<file path="config.mk">
export PLATFORM = sky130hd
export DESIGN_NAME = interrupt_priority_flags
export DESIGN_NICKNAME = d
export VERILOG_FILES = /design/src/design/irq_pkg.sv /design/src/design/interrupt_priority_flags.sv /design/src/design/irq_level_arbiter.sv /design/src/design/irq_pin_sync.sv
export VERILOG_INCLUDE_DIRS = /design/src /design/src/design
export SDC_FILE = /design/constraint.sdc
export NUM_CORES = 1
export LEC_CHECK = 0
export BUFFER_PORTS_ARGS = -buffer_cell sky130_fd_sc_hd__buf_4
export CORE_UTILIZATION = 39
export CTS_CLUSTER_DIAMETER = 100
export CTS_CLUSTER_SIZE = 8
export DETAILED_ROUTE_END_ITERATION = 8
export GPL_TIMING_DRIVEN = 1
export PLACE_DENSITY = 0.59
export SETUP_SLACK_MARGIN = 0.05
export SYNTH_ARGS = -nofsm -noshare
export SYNTH_HDL_FRONTEND = slang
export SYNTH_SLANG_ARGS = --single-unit
</file>
<file path="constraint.sdc">
create_clock -name ref_clk_in -period 41 [get_ports ref_clk_in]
set_clock_uncertainty 0.1 [all_clocks]
set_input_delay 8.2 -clock ref_clk_in [delete_from_list [all_inputs] [get_ports ref_clk_in]]
set_output_delay 8.2 -clock ref_clk_in [all_outputs]
set_load 0.05 [all_outputs]
</file>
<file path="src/design/irq_consts.svh">
`ifndef IRQ_CONSTS_SVH
`define IRQ_CONSTS_SVH

// Register addresses.
`define ADDR_SPI_EXT      8'ha6
`define ADDR_PRIO_LO      8'ha9
`define ADDR_PRIO_HI      8'hb9
`define ADDR_REQ_FLAGS    8'hc0
`define ADDR_IRQ_STATUS   8'hc1

// Reset values.
`define RST_SPI_EXT       2'h1
`define RST_PRIO          6'h00
`define RST_FLAGS         8'h00
`define RST_SYNC          1'h1

// Request-flag bit positions.
`define FLAG_T2_EXT       7
`define FLAG_T2_OVF       6
`define FLAG_WAKE         5
`define FLAG_USB          4
`define FLAG_USB_RESUME   3
`define FLAG_SPI          2
`define FLAG_RADIO        1
`define FLAG_RADIO_RDY    0
`define FLAG_AUTOCLR_MASK 8'h3e

// Extension enable bits.
`define SPI_EXT_MASTER    1
`define SPI_EXT_SLAVE     0

// Field widths.
`define NUM_GROUPS        6
`define NUM_SLOTS         15
`define NUM_LEVELS        4
`define NUM_PINS          2

// Request slots in fixed arbitration order.
`define SLOT_PIN_A        4'h0
`define SLOT_RADIO_RDY    4'h1
`define SLOT_TMR0         4'h2
`define SLOT_RADIO        4'h3
`define SLOT_PIN_B        4'h4
`define SLOT_SPI          4'h5
`define SLOT_TMR1         4'h6
`define SLOT_USB_RESUME   4'h7
`define SLOT_SER_RX       4'h8
`define SLOT_SER_TX       4'h9
`define SLOT_USB          4'ha
`define SLOT_T2_OVF       4'hb
`define SLOT_T2_EXT       4'hc
`define SLOT_WAKE         4'hd

`endif

</file>
<file path="src/design/irq_pkg.sv">
package irq_pkg;

   typedef struct packed {
      logic       wr;
      logic       rd;
      logic [7:0] addr;
      logic [7:0] wdata;
   } reg_req_t;

   typedef struct packed {
      logic tmr0;
      logic tmr1;
      logic ser_rx;
      logic ser_tx;
   } src_level_t;

   typedef struct packed {
      logic tmr2_ext;
      logic tmr2_ovf;
      logic wake;
      logic usb;
      logic usb_resume;
      logic master_spi_done;
      logic slave_spi_done;
      logic radio;
      logic radio_spi_ready;
   } flag_event_t;

   typedef struct packed {
      logic       req;
      logic [3:0] slot;
      logic [1:0] level;
   } irq_offer_t;

   typedef struct packed {
      logic s1;
      logic s2;
      logic s3;
      logic level;
   } sync_state_t;

   typedef struct packed {
      logic [5:0] prio_lo;
      logic [5:0] prio_hi;
      logic [7:0] flags;
      logic [1:0] spi_ext;
      logic [3:0] in_service;
      irq_offer_t offer;
      logic [7:0] rdata;
   } ctrl_state_t;

endpackage

</file>
<file path="src/design/interrupt_priority_flags.sv">
`timescale 1ns/1ps
`include "irq_consts.svh"

// Behaviour
// - Sources form six groups, each set by software to one of four levels.
// - Groups 0 to 2: pin A, radio ready; timer 0, radio; pin B, SPI.
// - Groups 3 to 5: timer 1, USB resume; serial, USB; timer 2, wakeup.
// - Low level bits at 0xa9 reset to zero, bit n for group n, 7:6 unused.
// - High level bits at 0xb9 reset to zero, bit n for group n, 7:6 unused.
// - A group level is high bit over low bit, 0 lowest and 3 highest.
// - The request flags at 0xc0 reset to zero and hold the eight listed events.
// - Vectoring clears flags 5 to 1; software alone clears 7, 6 and 0.
// - A running routine is preempted only by a strictly higher level.
// - Master and slave SPI done share a flag and vector, enables 1 and 0.
module interrupt_priority_flags
   import irq_pkg::*;
(
   // Clock and reset.
   input  wire logic                  ref_clk_in,
   input  wire logic                  rst_in,
   // Register port.
   input  reg_req_t                   reg_req_in,
   output logic [7:0]                 rd_data_out,
   // External pins, active low.
   input  wire logic                  ext_pin_a_request_n_in,
   input  wire logic                  ext_pin_b_request_n_in,
   // Peripheral requests on this clock.
   input  src_level_t                 src_level_in,
   input  flag_event_t                flag_event_in,
   // Per-slot enables from the core's enable registers.
   input  wire logic [`NUM_SLOTS-1:0] slot_enable_in,
   // Vectoring handshake with the core.
   output irq_offer_t                 offer_out,
   input  wire logic                  vector_ack_in,
   input  wire logic                  return_in,
   // Service state.
   output logic [`NUM_LEVELS-1:0]     in_service_out
);

   ctrl_state_t                q;
   ctrl_state_t                d;
   logic [`NUM_PINS-1:0]       pin_raw;
   logic [`NUM_PINS-1:0]       pin_level;
   logic [`NUM_SLOTS-1:0]      pending;
   irq_offer_t                 winner;
   logic [7:0]                 flag_set;
   logic [7:0]                 flag_clr;
   logic                       ack_ok;

   // Maps a slot to the request-flag bit that it clears when vectored.
   function automatic logic [7:0] autoclr_bits(input logic [3:0] slot);
      logic [7:0] b;
      b = 8'h00;
      case (slot)
         `SLOT_WAKE:        b[`FLAG_WAKE]       = 1'b1;
         `SLOT_USB:         b[`FLAG_USB]        = 1'b1;
         `SLOT_USB_RESUME:  b[`FLAG_USB_RESUME] = 1'b1;
         `SLOT_SPI:         b[`FLAG_SPI]        = 1'b1;
         `SLOT_RADIO:       b[`FLAG_RADIO]      = 1'b1;
         default:           b                   = 8'h00;
      endcase
      autoclr_bits = b & `FLAG_AUTOCLR_MASK;
   endfunction

   // Highest level now in service, valid when any bit is set.
   function automatic logic [1:0] top_level(input logic [3:0] is);
      logic [1:0] t;
      t = 2'h0;
      for (int i = 0; i < `NUM_LEVELS; i++) begin
         if (is[i]) begin
            t = 2'(i);
         end
      end
      top_level = t;
   endfunction

   assign pin_raw = {ext_pin_b_request_n_in, ext_pin_a_request_n_in};

   generate
      for (genvar p = 0; p < `NUM_PINS; p++) begin : g_pin
         irq_pin_sync u_sync (
            .ref_clk_in (ref_clk_in),
            .rst_in     (rst_in),
            .pin_in     (pin_raw[p]),
            .level_out  (pin_level[p])
         );
      end
   endgenerate

   always_comb begin
      flag_set                   = 8'h00;
      flag_set[`FLAG_T2_EXT]     = flag_event_in.tmr2_ext;
      flag_set[`FLAG_T2_OVF]     = flag_event_in.tmr2_ovf;
      flag_set[`FLAG_WAKE]       = flag_event_in.wake;
      flag_set[`FLAG_USB]        = flag_event_in.usb;
      flag_set[`FLAG_USB_RESUME] = flag_event_in.usb_resume;
      flag_set[`FLAG_SPI]        =
         (flag_event_in.master_spi_done & q.spi_ext[`SPI_EXT_MASTER]) |
         (flag_event_in.slave_spi_done & q.spi_ext[`SPI_EXT_SLAVE]);
      flag_set[`FLAG_RADIO]      = flag_event_in.radio;
      flag_set[`FLAG_RADIO_RDY]  = flag_event_in.radio_spi_ready;
   end

   always_comb begin
      pending                   = '0;
      pending[`SLOT_PIN_A]      = ~pin_level[0];
      pending[`SLOT_RADIO_RDY]  = q.flags[`FLAG_RADIO_RDY];
      pending[`SLOT_TMR0]       = src_level_in.tmr0;
      pending[`SLOT_RADIO]      = q.flags[`FLAG_RADIO];
      pending[`SLOT_PIN_B]      = ~pin_level[1];
      pending[`SLOT_SPI]        = q.flags[`FLAG_SPI];
      pending[`SLOT_TMR1]       = src_level_in.tmr1;
      pending[`SLOT_USB_RESUME] = q.flags[`FLAG_USB_RESUME];
      pending[`SLOT_SER_RX]     = src_level_in.ser_rx;
      pending[`SLOT_SER_TX]     = src_level_in.ser_tx;
      pending[`SLOT_USB]        = q.flags[`FLAG_USB];
      pending[`SLOT_T2_OVF]     = q.flags[`FLAG_T2_OVF];
      pending[`SLOT_T2_EXT]     = q.flags[`FLAG_T2_EXT];
      pending[`SLOT_WAKE]       = q.flags[`FLAG_WAKE];
      pending                   = pending & slot_enable_in;
   end

   irq_level_arbiter u_arb (
      .pending_in (pending),
      .prio_lo_in (q.prio_lo),
      .prio_hi_in (q.prio_hi),
      .winner_out (winner)
   );

   // An acknowledge counts only against a request that is being offered.
   assign ack_ok   = vector_ack_in & q.offer.req;

   assign flag_clr = ack_ok ? autoclr_bits(q.offer.slot) : 8'h00;

   always_comb begin
      d       = q;
      d.rdata = 8'h00;

      // Register writes.
      if (reg_req_in.wr) begin
         case (reg_req_in.addr)
            `ADDR_PRIO_LO: d.prio_lo = reg_req_in.wdata[5:0];
            `ADDR_PRIO_HI: d.prio_hi = reg_req_in.wdata[5:0];
            `ADDR_SPI_EXT: d.spi_ext = reg_req_in.wdata[1:0];
            default:       d.prio_lo = q.prio_lo;
         endcase
      end

      if (reg_req_in.wr && reg_req_in.addr == `ADDR_REQ_FLAGS) begin
         d.flags = reg_req_in.wdata;
      end
      // Hardware events win over any clear in the same cycle.
      d.flags = (d.flags & ~flag_clr) | flag_set;

      // Register reads, data in the following cycle.
      if (reg_req_in.rd) begin
         case (reg_req_in.addr)
            `ADDR_PRIO_LO:    d.rdata = {2'h0, q.prio_lo};
            `ADDR_PRIO_HI:    d.rdata = {2'h0, q.prio_hi};
            `ADDR_REQ_FLAGS:  d.rdata = q.flags;
            `ADDR_SPI_EXT:    d.rdata = {6'h00, q.spi_ext};
            `ADDR_IRQ_STATUS: d.rdata = {q.offer.level, q.offer.req,
                                         1'b0, q.in_service};
            default:          d.rdata = 8'h00;
         endcase
      end

      // Return retires the highest level in service, then a vector enters.
      if (return_in && (q.in_service != '0)) begin
         d.in_service[top_level(q.in_service)] = 1'b0;
      end
      if (ack_ok) begin
         d.in_service[q.offer.level] = 1'b1;
      end

      d.offer = '0;
      if (winner.req && !ack_ok && !return_in &&
          ((q.in_service == '0) ||
           (winner.level > top_level(q.in_service)))) begin
         d.offer = winner;
      end
   end

   always_ff @(posedge ref_clk_in) begin
      if (rst_in) begin
         q.prio_lo    <= `RST_PRIO;
         q.prio_hi    <= `RST_PRIO;
         q.flags      <= `RST_FLAGS;
         q.spi_ext    <= `RST_SPI_EXT;
         q.in_service <= '0;
         q.offer      <= '0;
         q.rdata      <= 8'h00;
      end else begin
         q <= d;
      end
   end

   assign rd_data_out    = q.rdata;
   assign offer_out      = q.offer;
   assign in_service_out = q.in_service;

endmodule

</file>
<file path="src/design/irq_level_arbiter.sv">
`timescale 1ns/1ps
`include "irq_consts.svh"

module irq_level_arbiter
   import irq_pkg::*;
(
   // Pending enabled slots and group levels.
   input  wire logic [`NUM_SLOTS-1:0]  pending_in,
   input  wire logic [`NUM_GROUPS-1:0] prio_lo_in,
   input  wire logic [`NUM_GROUPS-1:0] prio_hi_in,
   // Winning request.
   output irq_offer_t                  winner_out
);

   function automatic logic [2:0] slot_group(input logic [3:0] slot);
      case (slot)
         `SLOT_PIN_A, `SLOT_RADIO_RDY:           slot_group = 3'h0;
         `SLOT_TMR0, `SLOT_RADIO:                slot_group = 3'h1;
         `SLOT_PIN_B, `SLOT_SPI:                 slot_group = 3'h2;
         `SLOT_TMR1, `SLOT_USB_RESUME:           slot_group = 3'h3;
         `SLOT_SER_RX, `SLOT_SER_TX, `SLOT_USB:  slot_group = 3'h4;
         default:                                slot_group = 3'h5;
      endcase
   endfunction

   function automatic logic [1:0] slot_level(input logic [3:0] slot);
      logic [2:0] g;
      g          = slot_group(slot);
      slot_level = {prio_hi_in[g], prio_lo_in[g]};
   endfunction

   always_comb begin
      winner_out = '0;
      for (int i = 0; i < `NUM_SLOTS; i++) begin
         if (pending_in[i] && (!winner_out.req ||
             slot_level(4'(i)) > winner_out.level)) begin
            winner_out.req   = 1'b1;
            winner_out.slot  = 4'(i);
            winner_out.level = slot_level(4'(i));
         end
      end
   end

endmodule

</file>
<file path="src/design/irq_pin_sync.sv">
`timescale 1ns/1ps
`include "irq_consts.svh"

module irq_pin_sync
   import irq_pkg::*;
(
   // Clock and reset.
   input  wire logic ref_clk_in,
   input  wire logic rst_in,
   // Asynchronous pin and its filtered level.
   input  wire logic pin_in,
   output logic      level_out
);

   sync_state_t state_q;
   sync_state_t state_d;

   // The output follows only once the second and third stages agree.
   always_comb begin
      state_d    = state_q;
      state_d.s1 = pin_in;
      state_d.s2 = state_q.s1;
      state_d.s3 = state_q.s2;
      if (state_q.s2 == state_q.s3) begin
         state_d.level = state_q.s3;
      end
   end

   always_ff @(posedge ref_clk_in) begin
      if (rst_in) begin
         state_q <= {4{`RST_SYNC}};
      end else begin
         state_q <= state_d;
      end
   end

   assign level_out = state_q.level;

endmodule

</file>
==> results.cfg, run 1 <==
[clocking]
clockBufferDepth = 2
cts_setup_buffers = 0
path_clk_slew_ns = 0.09
clock_latency_ns = 0.31
cts_tree = done
root_buffer = clkbuf_8
cts.repair.resized = 0
cts_sinks = 49
postCtsHoldBufs = 0
htree_num_levels = 2
cts_buffers = 5

[setup_path]
required_ns = 41.10
cpMaxStageDelayCell = o21bai_1
worstPathBufferInverterCount = 1
startpoint_type = input pin
worst-setup-path-type = in -> reg
cp_slowest_stage_delay_ns = 0.42
cp_max_fo = 7
arrival_ns = 25.45
critical_path.top_delay_family = compound AO/OA/AOI/OAI gates
critical_path.most_common_cell = ha_1
end_kind = register

[logic_synthesis]
ys_ff_latch = 49
yosys_warnings = 0
syn_area_sq_um = 3510
synth_edf_count = 0
synth_seq_area_share_pct = 28.0
syn_avg_cell_area_sq_um = 8.33
synthDistinctLibCells = 77
ys.flop_type = dfxtp_1
async_reset_ff_share_pct = 0
synthCells = 421
syn_nets = 490

[placed_design]
placed_cell_area_sq_um = 3980
io_buffers = 69
gp_congestion = 0.853
dp.cells = 569
hpwlAfterDp_mm = 7.09

[drt]
wl_mm = 9.08
drtPass1Iterations = 7
vias_per_cell = 5.49
wl_per_cell_microns = 15.7
ant_nets = 0
vias = 3167
drtIter0Drc = 129
route.detailed.drc = 0

[layout]
layout.nets = 537
fin_cells = 577
final_area_sq_um = 4060
layout_common_cells = 70 x buf_4, 57 x nor2_1, 49 x dfxtp_1
layout-drive-gt1-share_pct = 26.0
diodes = 0
syn2layout_area_growth_pct = 15.7
layout_commonest_cell = buf_4

[sta]
setup_viol = 0
relSlewSlack_pct = 42.8
finalMaxSlewViolations = 0
hold_violations = 0
period_needed_ns = 25.35
fmax_mhz = 39.4
worst_pin_slew_ns = 0.849
fin_setup_tns_ns = 0
fin_crit_sh_pct = 61.8
rsz0062_at_grt = false

[status]
status = completed

[global_routing]
antenna_found_initial = 0
overflow = 0
grt_pass1_wl_mm = 15.0
grt.total_usage_pct = 19.8
grt_max_degree = 37
grt_pass1_vias = 3046

[floorplan]
start_util_pct = 40.2
die_h_microns = 96.8
ios = 71
die_x_microns = 96.8
core_sq_um = 8720
rows = 34
dieArea_sq_um = 9380

[power_and_ir_drop]
ir_drop_mv = 0.0133
p_per_area_nw_per_um2 = 23.4
p_leak_nw = 1.76

[min_path]
hp-class = reg -> reg

[job]
drv_cap = 0
-- path summary, 6_finish.rpt --
check        cells past startpoint                                     to  slack (ns)                                   start
max                             84                offer_out[0]$_SDFF_PP0_       15.65                       slot_enable_in[0]
min                              1  g_pin[0].u_sync.state_d[1]$_SDFF_PP1_        0.33   g_pin[0].u_sync.state_d[2]$_SDFF_PP1_
max reg2reg                     83                offer_out[0]$_SDFF_PP0_       23.22  g_pin[0].u_sync.level_out$_SDFFE_PP1N_
min reg2reg                      1  g_pin[0].u_sync.state_d[1]$_SDFF_PP1_        0.33   g_pin[0].u_sync.state_d[2]$_SDFF_PP1_
-- metrics by stage --
step                hold WS [ns]  power [mW]  util, %  setup WS (ns)
floorplan                  0.289      0.0611        -          17.51
finish                     0.329      0.0948     46.5          15.65
global route               0.343      0.0993     46.5          14.35
detailed placement         0.307      0.0680     45.6          15.32
CTS                        0.330      0.0953     46.5          15.59
global placement           0.301      0.0678     45.6          15.53
-- flip-flops by register name (all words and copies together), names as in the netlist --
name / flops
rd_data_out: 8
in_service_out: 4
offer_out: 7
g_pin.u_sync.state_q: 2
g_pin.u_sync.state_d: 4
q: 22
g_pin.u_sync.level_out: 2
-- cells by family after synthesis --
logic type / Yosys count / share of synthesized area, %
flip-flops: 49 / 28.0
multiplexers: 27 / 8.46
AND/OR/NAND/NOR: 166 / 23.8
adder cells (fa/ha/maj): 19 / 6.64
AO/OA/AOI/OAI: 112 / 25.7
buffers and inverters: 48 / 7.49
-- routing by layer --
layer  part of all wire (%)  global-route usage [%]
met1                     49                    26.6
met2                     46                    32.8
met3                    4.6                    2.96
met4                    1.1                    5.17
met5                      0                       0
-- cells in the mapped netlist, types with 2 or more instances --
cell	n	area share [%]
inv_1	18	1.9
a21oi_1	28	4.0
a211oi_2	2	0.71
o21ba_2	3	0.86
or3_1	2	0.36
o211a_1	2	0.57
mux2i_1	18	5.1
a211o_1	2	0.50
o31ai_1	3	0.64
nand2b_1	4	0.71
mux2_4	4	1.7
or2_2	7	1.2
and3_1	5	0.89
o21ai_0	14	2.0
clkbuf_1	7	0.75
a21o_1	2	0.43
nor2_1	57	6.1
a31oi_4	2	1.2
a211oi_1	5	1.1
and4_1	2	0.50
nor4b_2	2	0.86
o41ai_1	2	0.50
buf_1	2	0.21
a31oi_1	2	0.36
a21oi_2	2	0.50
maj3_1	2	0.57
nor3_1	5	0.71
nor4b_1	2	0.50
nor2b_1	4	0.71
ha_1	17	6.1
nand3_1	13	1.9
nand2_1	40	4.3
o21a_1	3	0.64
a222oi_1	3	0.86
and2_1	7	1.2
a22oi_1	9	1.9
buf_4	20	4.3
dfxtp_1	49	28
o21bai_1	3	0.64
a221o_1	2	0.57
mux2_2	5	1.6
nand4_1	4	0.71
o21ai_4	2	0.93
-- report_power, final --
| part | total, mW | switching, mW | internal [mW] |
|---|---|---|---|
| clock | 0.0280 | 0.0158 | 0.0122 |
| sequential | 0.0501 | 0.00138 | 0.0487 |
| combinational | 0.0168 | 0.00895 | 0.00781 |
-- area by class of cell --
cell class / instances / area [sq um]
clock buffers: 8 / 80.1
well taps: 108 / 135
inverters: 18 / 67.6
flip-flops and latches: 49 / 981
fillers: 895 / 4660
repair buffers: 70 / 526
multi-input cells: 324 / 2270
Note: power is estimated with default switching activity, not from simulation.
==> run 2, diff against run 1 <==
--- a/config.mk
+++ b/config.mk
@@ -12,7 +12,7 @@
 export CTS_CLUSTER_SIZE = 8
 export DETAILED_ROUTE_END_ITERATION = 8
 export GPL_TIMING_DRIVEN = 1
-export PLACE_DENSITY = 0.59
+export PLACE_DENSITY = 0.61
 export SETUP_SLACK_MARGIN = 0.05
 export SYNTH_ARGS = -nofsm -noshare
 export SYNTH_HDL_FRONTEND = slang
==> constraint.sdc (replaced) <==
create_clock -name ref_clk_in -period 22.5 [get_ports ref_clk_in]
set_clock_uncertainty 0.1 [all_clocks]
set_input_delay 4.5 -clock ref_clk_in [delete_from_list [all_inputs] [get_ports ref_clk_in]]
set_output_delay 4.5 -clock ref_clk_in [all_outputs]
set_load 0.05 [all_outputs]
==> results.cfg, run 2 (synthesized netlist as in run 1, its figures left out) <==
[sta]
fin_crit_sh_pct = 94.0
hold_violations = 0
fmax_mhz = 47.3
period_needed_ns = 21.15
rsz0062_at_grt = false
relSlewSlack_pct = 40.3
layout_setup_ws_ns = 1.35
finalMaxSlewViolations = 0
setup_viol = 0
fin_setup_tns_ns = 0
worst_pin_slew_ns = 0.889

[clocking]
cts_sinks = 49
cts_tree = done
path_clk_slew_ns = 0.10
root_buffer = clkbuf_8
clock_latency_ns = 0.31
htree_num_levels = 2
clockBufferDepth = 2
cts_buffers = 5

[layout]
multiInputGateArea_sq_um = 2280
diodes = 0
largest_reg_flops = 22
regMostFlops = q
layout_common_cells = 73 x buf_4, 57 x nor2_1, 49 x dfxtp_1
fin_cells = 580
fill_cells = 883
final_area_sq_um = 4130
layout_commonest_cell = buf_4
layout.nets = 540
ff_latch_area_sq_um = 981
syn2layout_area_growth_pct = 17.7
layout-drive-gt1-share_pct = 27.5

[drt]
drtPass1Iterations = 5
vias = 3251
ant_nets = 0
wl_mm = 9.15
drtIter0Drc = 170
route.detailed.drc = 0
vias_per_cell = 5.61
wl_per_cell_microns = 15.8

[placed_design]
gp_congestion = 0.847
hpwlAfterDp_mm = 7.07
pre_cts_ws_ns = 0.541
dp.cells = 569
io_buffers = 69
placed_cell_area_sq_um = 3980

[setup_path]
critical_path.most_common_cell = ha_1
end_kind = register
arrival_ns = 21.26
reg2reg_from = g_pin[0].u_sync.level_out$_SDFFE_PP1N_
crit_start = slot_enable_in[0]
required_ns = 22.61
r2r_cells = 84
cp_max_fo = 7
critPathCapture = offer_out[0]$_SDFF_PP0_
cp_slowest_stage_delay_ns = 0.39
startpoint_type = input pin
worst-setup-path-type = in -> reg
cpMaxStageDelayCell = mux2_4
timing.rr.end = offer_out[0]$_SDFF_PP0_
r2r_slack_ns = 5.21

[global_routing]
grt_pass1_wl_mm = 15.0
grt_max_degree = 37
grt.total_usage_pct = 19.9
overflow = 0
antenna_found_initial = 0
grt_pass1_vias = 2983

[power_and_ir_drop]
ir_drop_mv = 0.0256
p_leak_nw = 1.78
power_mw = 0.189
p_per_area_nw_per_um2 = 45.8

[floorplan]
start_util_pct = 40.2
rows = 34
dieArea_sq_um = 9380
ios = 71
die_x_microns = 96.8
core_sq_um = 8720
die_h_microns = 96.8

[job]
drv_cap = 0

[min_path]
hp-start = g_pin[0].u_sync.state_d[2]$_SDFF_PP1_
hp-class = reg -> reg

[status]
status = completed
[run 2: cell count changes in the layout (fill, tap and decap cells not counted), sizes merged]
cell | before | now
buf | 70 | 73
clkinvlp | 0 | 1
bufinv | 0 | 1
clkbuf | 8 | 6
[run 2: worst min-delay path by stage]
stage	cells past startpoint	to	slack, ns
after floorplan	1	g_pin[0].u_sync.state_d[1]$_SDFF_PP1_	0.29
after global placement	1	g_pin[0].u_sync.state_d[1]$_SDFF_PP1_	0.30
after detailed placement	1	g_pin[0].u_sync.state_d[1]$_SDFF_PP1_	0.29
after CTS	1	g_pin[0].u_sync.state_d[1]$_SDFF_PP1_	0.32
after global routing	1	g_pin[1].u_sync.state_d[1]$_SDFF_PP1_	0.36
final	1	g_pin[0].u_sync.state_d[1]$_SDFF_PP1_	0.31
[run 2: final cells by class]
| class | count | share of cell area [%] |
|---|---|---|
| Inverter | 18 | 1.64 |
| Clock buffer | 6 | 2.00 |
| Clock inverter | 2 | 0.909 |
| Multi-Input combinational cell | 324 | 55.2 |
| Timing Repair Buffer | 73 | 13.3 |
| Sequential cell | 49 | 23.8 |
| Tap cell | 108 | 3.27 |
[run 2: timing repair]
action	in CTS	in global routing
endpoints found under the setup margin	0	7
setup buffers	0	3
resized for setup	0	2
hold buffers	0	0
[run 2: layer usage]
layer | wire length (microns) | vias to the layer above | track usage (%) | share of wire (%)
met5 | 0 | - | 0 | 0
met3 | 547 | 10 | 3.68 | 6.0
li1 | - | 1605 | - | -
met2 | 4220 | 92 | 32.1 | 46
met4 | 97 | 0 | 4.13 | 1.1
met1 | 4290 | 1544 | 27.5 | 47
[run 2: metrics by stage]
stage	hold slack, ns	util [%]
floorplan	0.289	-
global placement	0.301	45.6
detailed placement	0.294	45.6
CTS	0.316	47.0
global route	0.358	47.3
finish	0.315	47.3
[run 2: worst max-delay path: cells and delay by family]
family	cells	cell delay (ns)
buf+inv	2	0.16
simple gates	31	4.39
fa+ha+maj	15	4.26
compound gates	30	5.44
mux	7	2.48
[run 2: report_power, final]
group	internal [mW]	switching (mW)
Combinational	0.0146	0.0168
Clock	0.0361	0.0302
Sequential	0.0888	0.00255
==> run 3, diff against run 2 <==
--- a/config.mk
+++ b/config.mk
@@ -12,7 +12,6 @@
 export CTS_CLUSTER_SIZE = 8
 export DETAILED_ROUTE_END_ITERATION = 8
 export GPL_TIMING_DRIVEN = 1
-export PLACE_DENSITY = 0.61
 export SETUP_SLACK_MARGIN = 0.05
 export SYNTH_ARGS = -nofsm -noshare
 export SYNTH_HDL_FRONTEND = slang
==> results.cfg, run 3 (synthesized netlist as in run 1, its figures left out) <==
[drt]
drtIter0Drc = 144
vias = 3171
wl_mm = 9.16
wl_per_cell_microns = 15.9
drtPass1Iterations = 7
route.detailed.drc = 0
vias_per_cell = 5.49
ant_nets = 0

[sta]
finalMaxSlewViolations = 0
period_needed_ns = 21.26
rsz0062_at_grt = false
fin_crit_sh_pct = 94.5
setup_viol = 0
relSlewSlack_pct = 38.4
fin_setup_tns_ns = 0
hold_violations = 0
fmax_mhz = 47.0
worst_pin_slew_ns = 0.917

[setup_path]
reg2reg_from = g_pin[0].u_sync.level_out$_SDFFE_PP1N_
crit_start = slot_enable_in[0]
cp_slowest_stage_delay_ns = 0.40
startpoint_type = input pin
worstSetupPathDepth = 85
end_kind = register
worstPathBufferInverterCount = 2
cpMaxStageDelayCell = mux2_4
r2r_slack_ns = 5.12
worst-setup-path-type = in -> reg
critical_path.top_delay_family = compound AO/OA/AOI/OAI gates
timing.rr.end = offer_out[0]$_SDFF_PP0_
critPathCapture = offer_out[0]$_SDFF_PP0_
arrival_ns = 21.36
critical_path.most_common_cell = ha_1
required_ns = 22.61
r2r_cells = 84
cp_max_fo = 7

[global_routing]
antenna_found_initial = 0
grt_pass1_vias = 2974
grt.total_usage_pct = 19.6
grt_pass1_wl_mm = 14.9
grt_max_degree = 37
overflow = 0

[layout]
layout-drive-gt1-share_pct = 26.8
final_area_sq_um = 4080
largest_reg_flops = 22
layout_common_cells = 71 x buf_4, 57 x nor2_1, 49 x dfxtp_1
layout.nets = 538
utilization_pct = 46.8
syn2layout_area_growth_pct = 16.3
diodes = 0
layout_commonest_cell = buf_4
regMostFlops = q

[min_path]
hp-class = reg -> reg

[placed_design]
hpwlAfterDp_mm = 7.05
io_buffers = 69
gp_congestion = 0.855
placed_cell_area_sq_um = 3980

[clocking]
clock_latency_ns = 0.31
cts_buffers = 5
cts_tree = done
cts_sinks = 49
root_buffer = clkbuf_8
path_clk_slew_ns = 0.09
clockBufferDepth = 2
htree_num_levels = 2

[power_and_ir_drop]
p_leak_nw = 1.76
p_per_area_nw_per_um2 = 42.6
ir_drop_mv = 0.0209

[floorplan]
start_util_pct = 40.2
dieArea_sq_um = 9380
ios = 71
core_sq_um = 8720
rows = 34
die_h_microns = 96.8
die_x_microns = 96.8

[status]
status = completed

[job]
drv_cap = 0
run 3: cell count changes in the layout (fill, tap and decap cells not counted), sizes merged:
cell	delta
buf	-2
bufinv	-1
clkbuf	+1
run 3: metrics by stage:
stage | std cells | power [mW] | hold WS (ns) | setup WS [ns]
after floorplan | 421 | 0.111 | 0.289 | 2.71
after global placement | 569 | 0.124 | 0.299 | 0.738
after detailed placement | 569 | 0.124 | 0.304 | 0.571
after CTS | 577 | 0.174 | 0.333 | 0.866
after global routing | 578 | 0.182 | 0.352 | 0.0616
final | 578 | 0.174 | 0.325 | 1.24
run 3: worst min path at each step:
stage	from	to	slack (ns)	cells past startpoint
finish	g_pin[1].u_sync.state_d[2]$_SDFF_PP1_	g_pin[1].u_sync.state_d[1]$_SDFF_PP1_	0.33	1
global route	g_pin[1].u_sync.state_d[2]$_SDFF_PP1_	g_pin[1].u_sync.state_d[1]$_SDFF_PP1_	0.35	1
CTS	g_pin[0].u_sync.state_d[2]$_SDFF_PP1_	g_pin[0].u_sync.state_d[1]$_SDFF_PP1_	0.33	1
detailed placement	g_pin[0].u_sync.state_d[2]$_SDFF_PP1_	g_pin[0].u_sync.state_d[1]$_SDFF_PP1_	0.30	1
global placement	g_pin[0].u_sync.state_d[2]$_SDFF_PP1_	g_pin[0].u_sync.state_d[1]$_SDFF_PP1_	0.30	1
floorplan	g_pin[0].u_sync.state_d[2]$_SDFF_PP1_	g_pin[0].u_sync.state_d[1]$_SDFF_PP1_	0.29	1
run 3: routing by layer:
metal	GRT usage (%)	part of all wire (%)
met1	27.3	48
met2	31.6	46
met3	3.54	4.5
met4	4.13	0.75
met5	0	0
run 3: where the power goes:
group          internal [mW]  switching, mW  total [mW]
Sequential            0.0887        0.00248      0.0912
Combinational         0.0143         0.0164      0.0307
Clock                 0.0221         0.0296      0.0516
Total                  0.125         0.0484       0.174
run 3: worst reg2reg max path, delay by kind of cell, from the launching register on:
kind            cells  cell delay (ns)
flops               1             0.37
compound gates     30             5.57
simple gates       31             4.56
mux                 7             2.49
fa+ha+maj          15             4.16
buf+inv             1             0.05
run 3: layout make-up:
class | instances | area [sq um]
fillers | 901 | 4640
multi-input cells | 324 | 2280
flip-flops and latches | 49 | 981
repair buffers | 71 | 533
well taps | 108 | 135
clock buffers | 7 | 76.3
inverters | 18 | 67.6
clock inverters | 1 | 7.51
run 3: repair_timing:
item | 4_1_cts | 5_1_grt
endpoints found under the setup margin | 0 | 7
setup buffers | 0 | 1
resized for setup | 0 | 2
hold buffers | 0 | 0
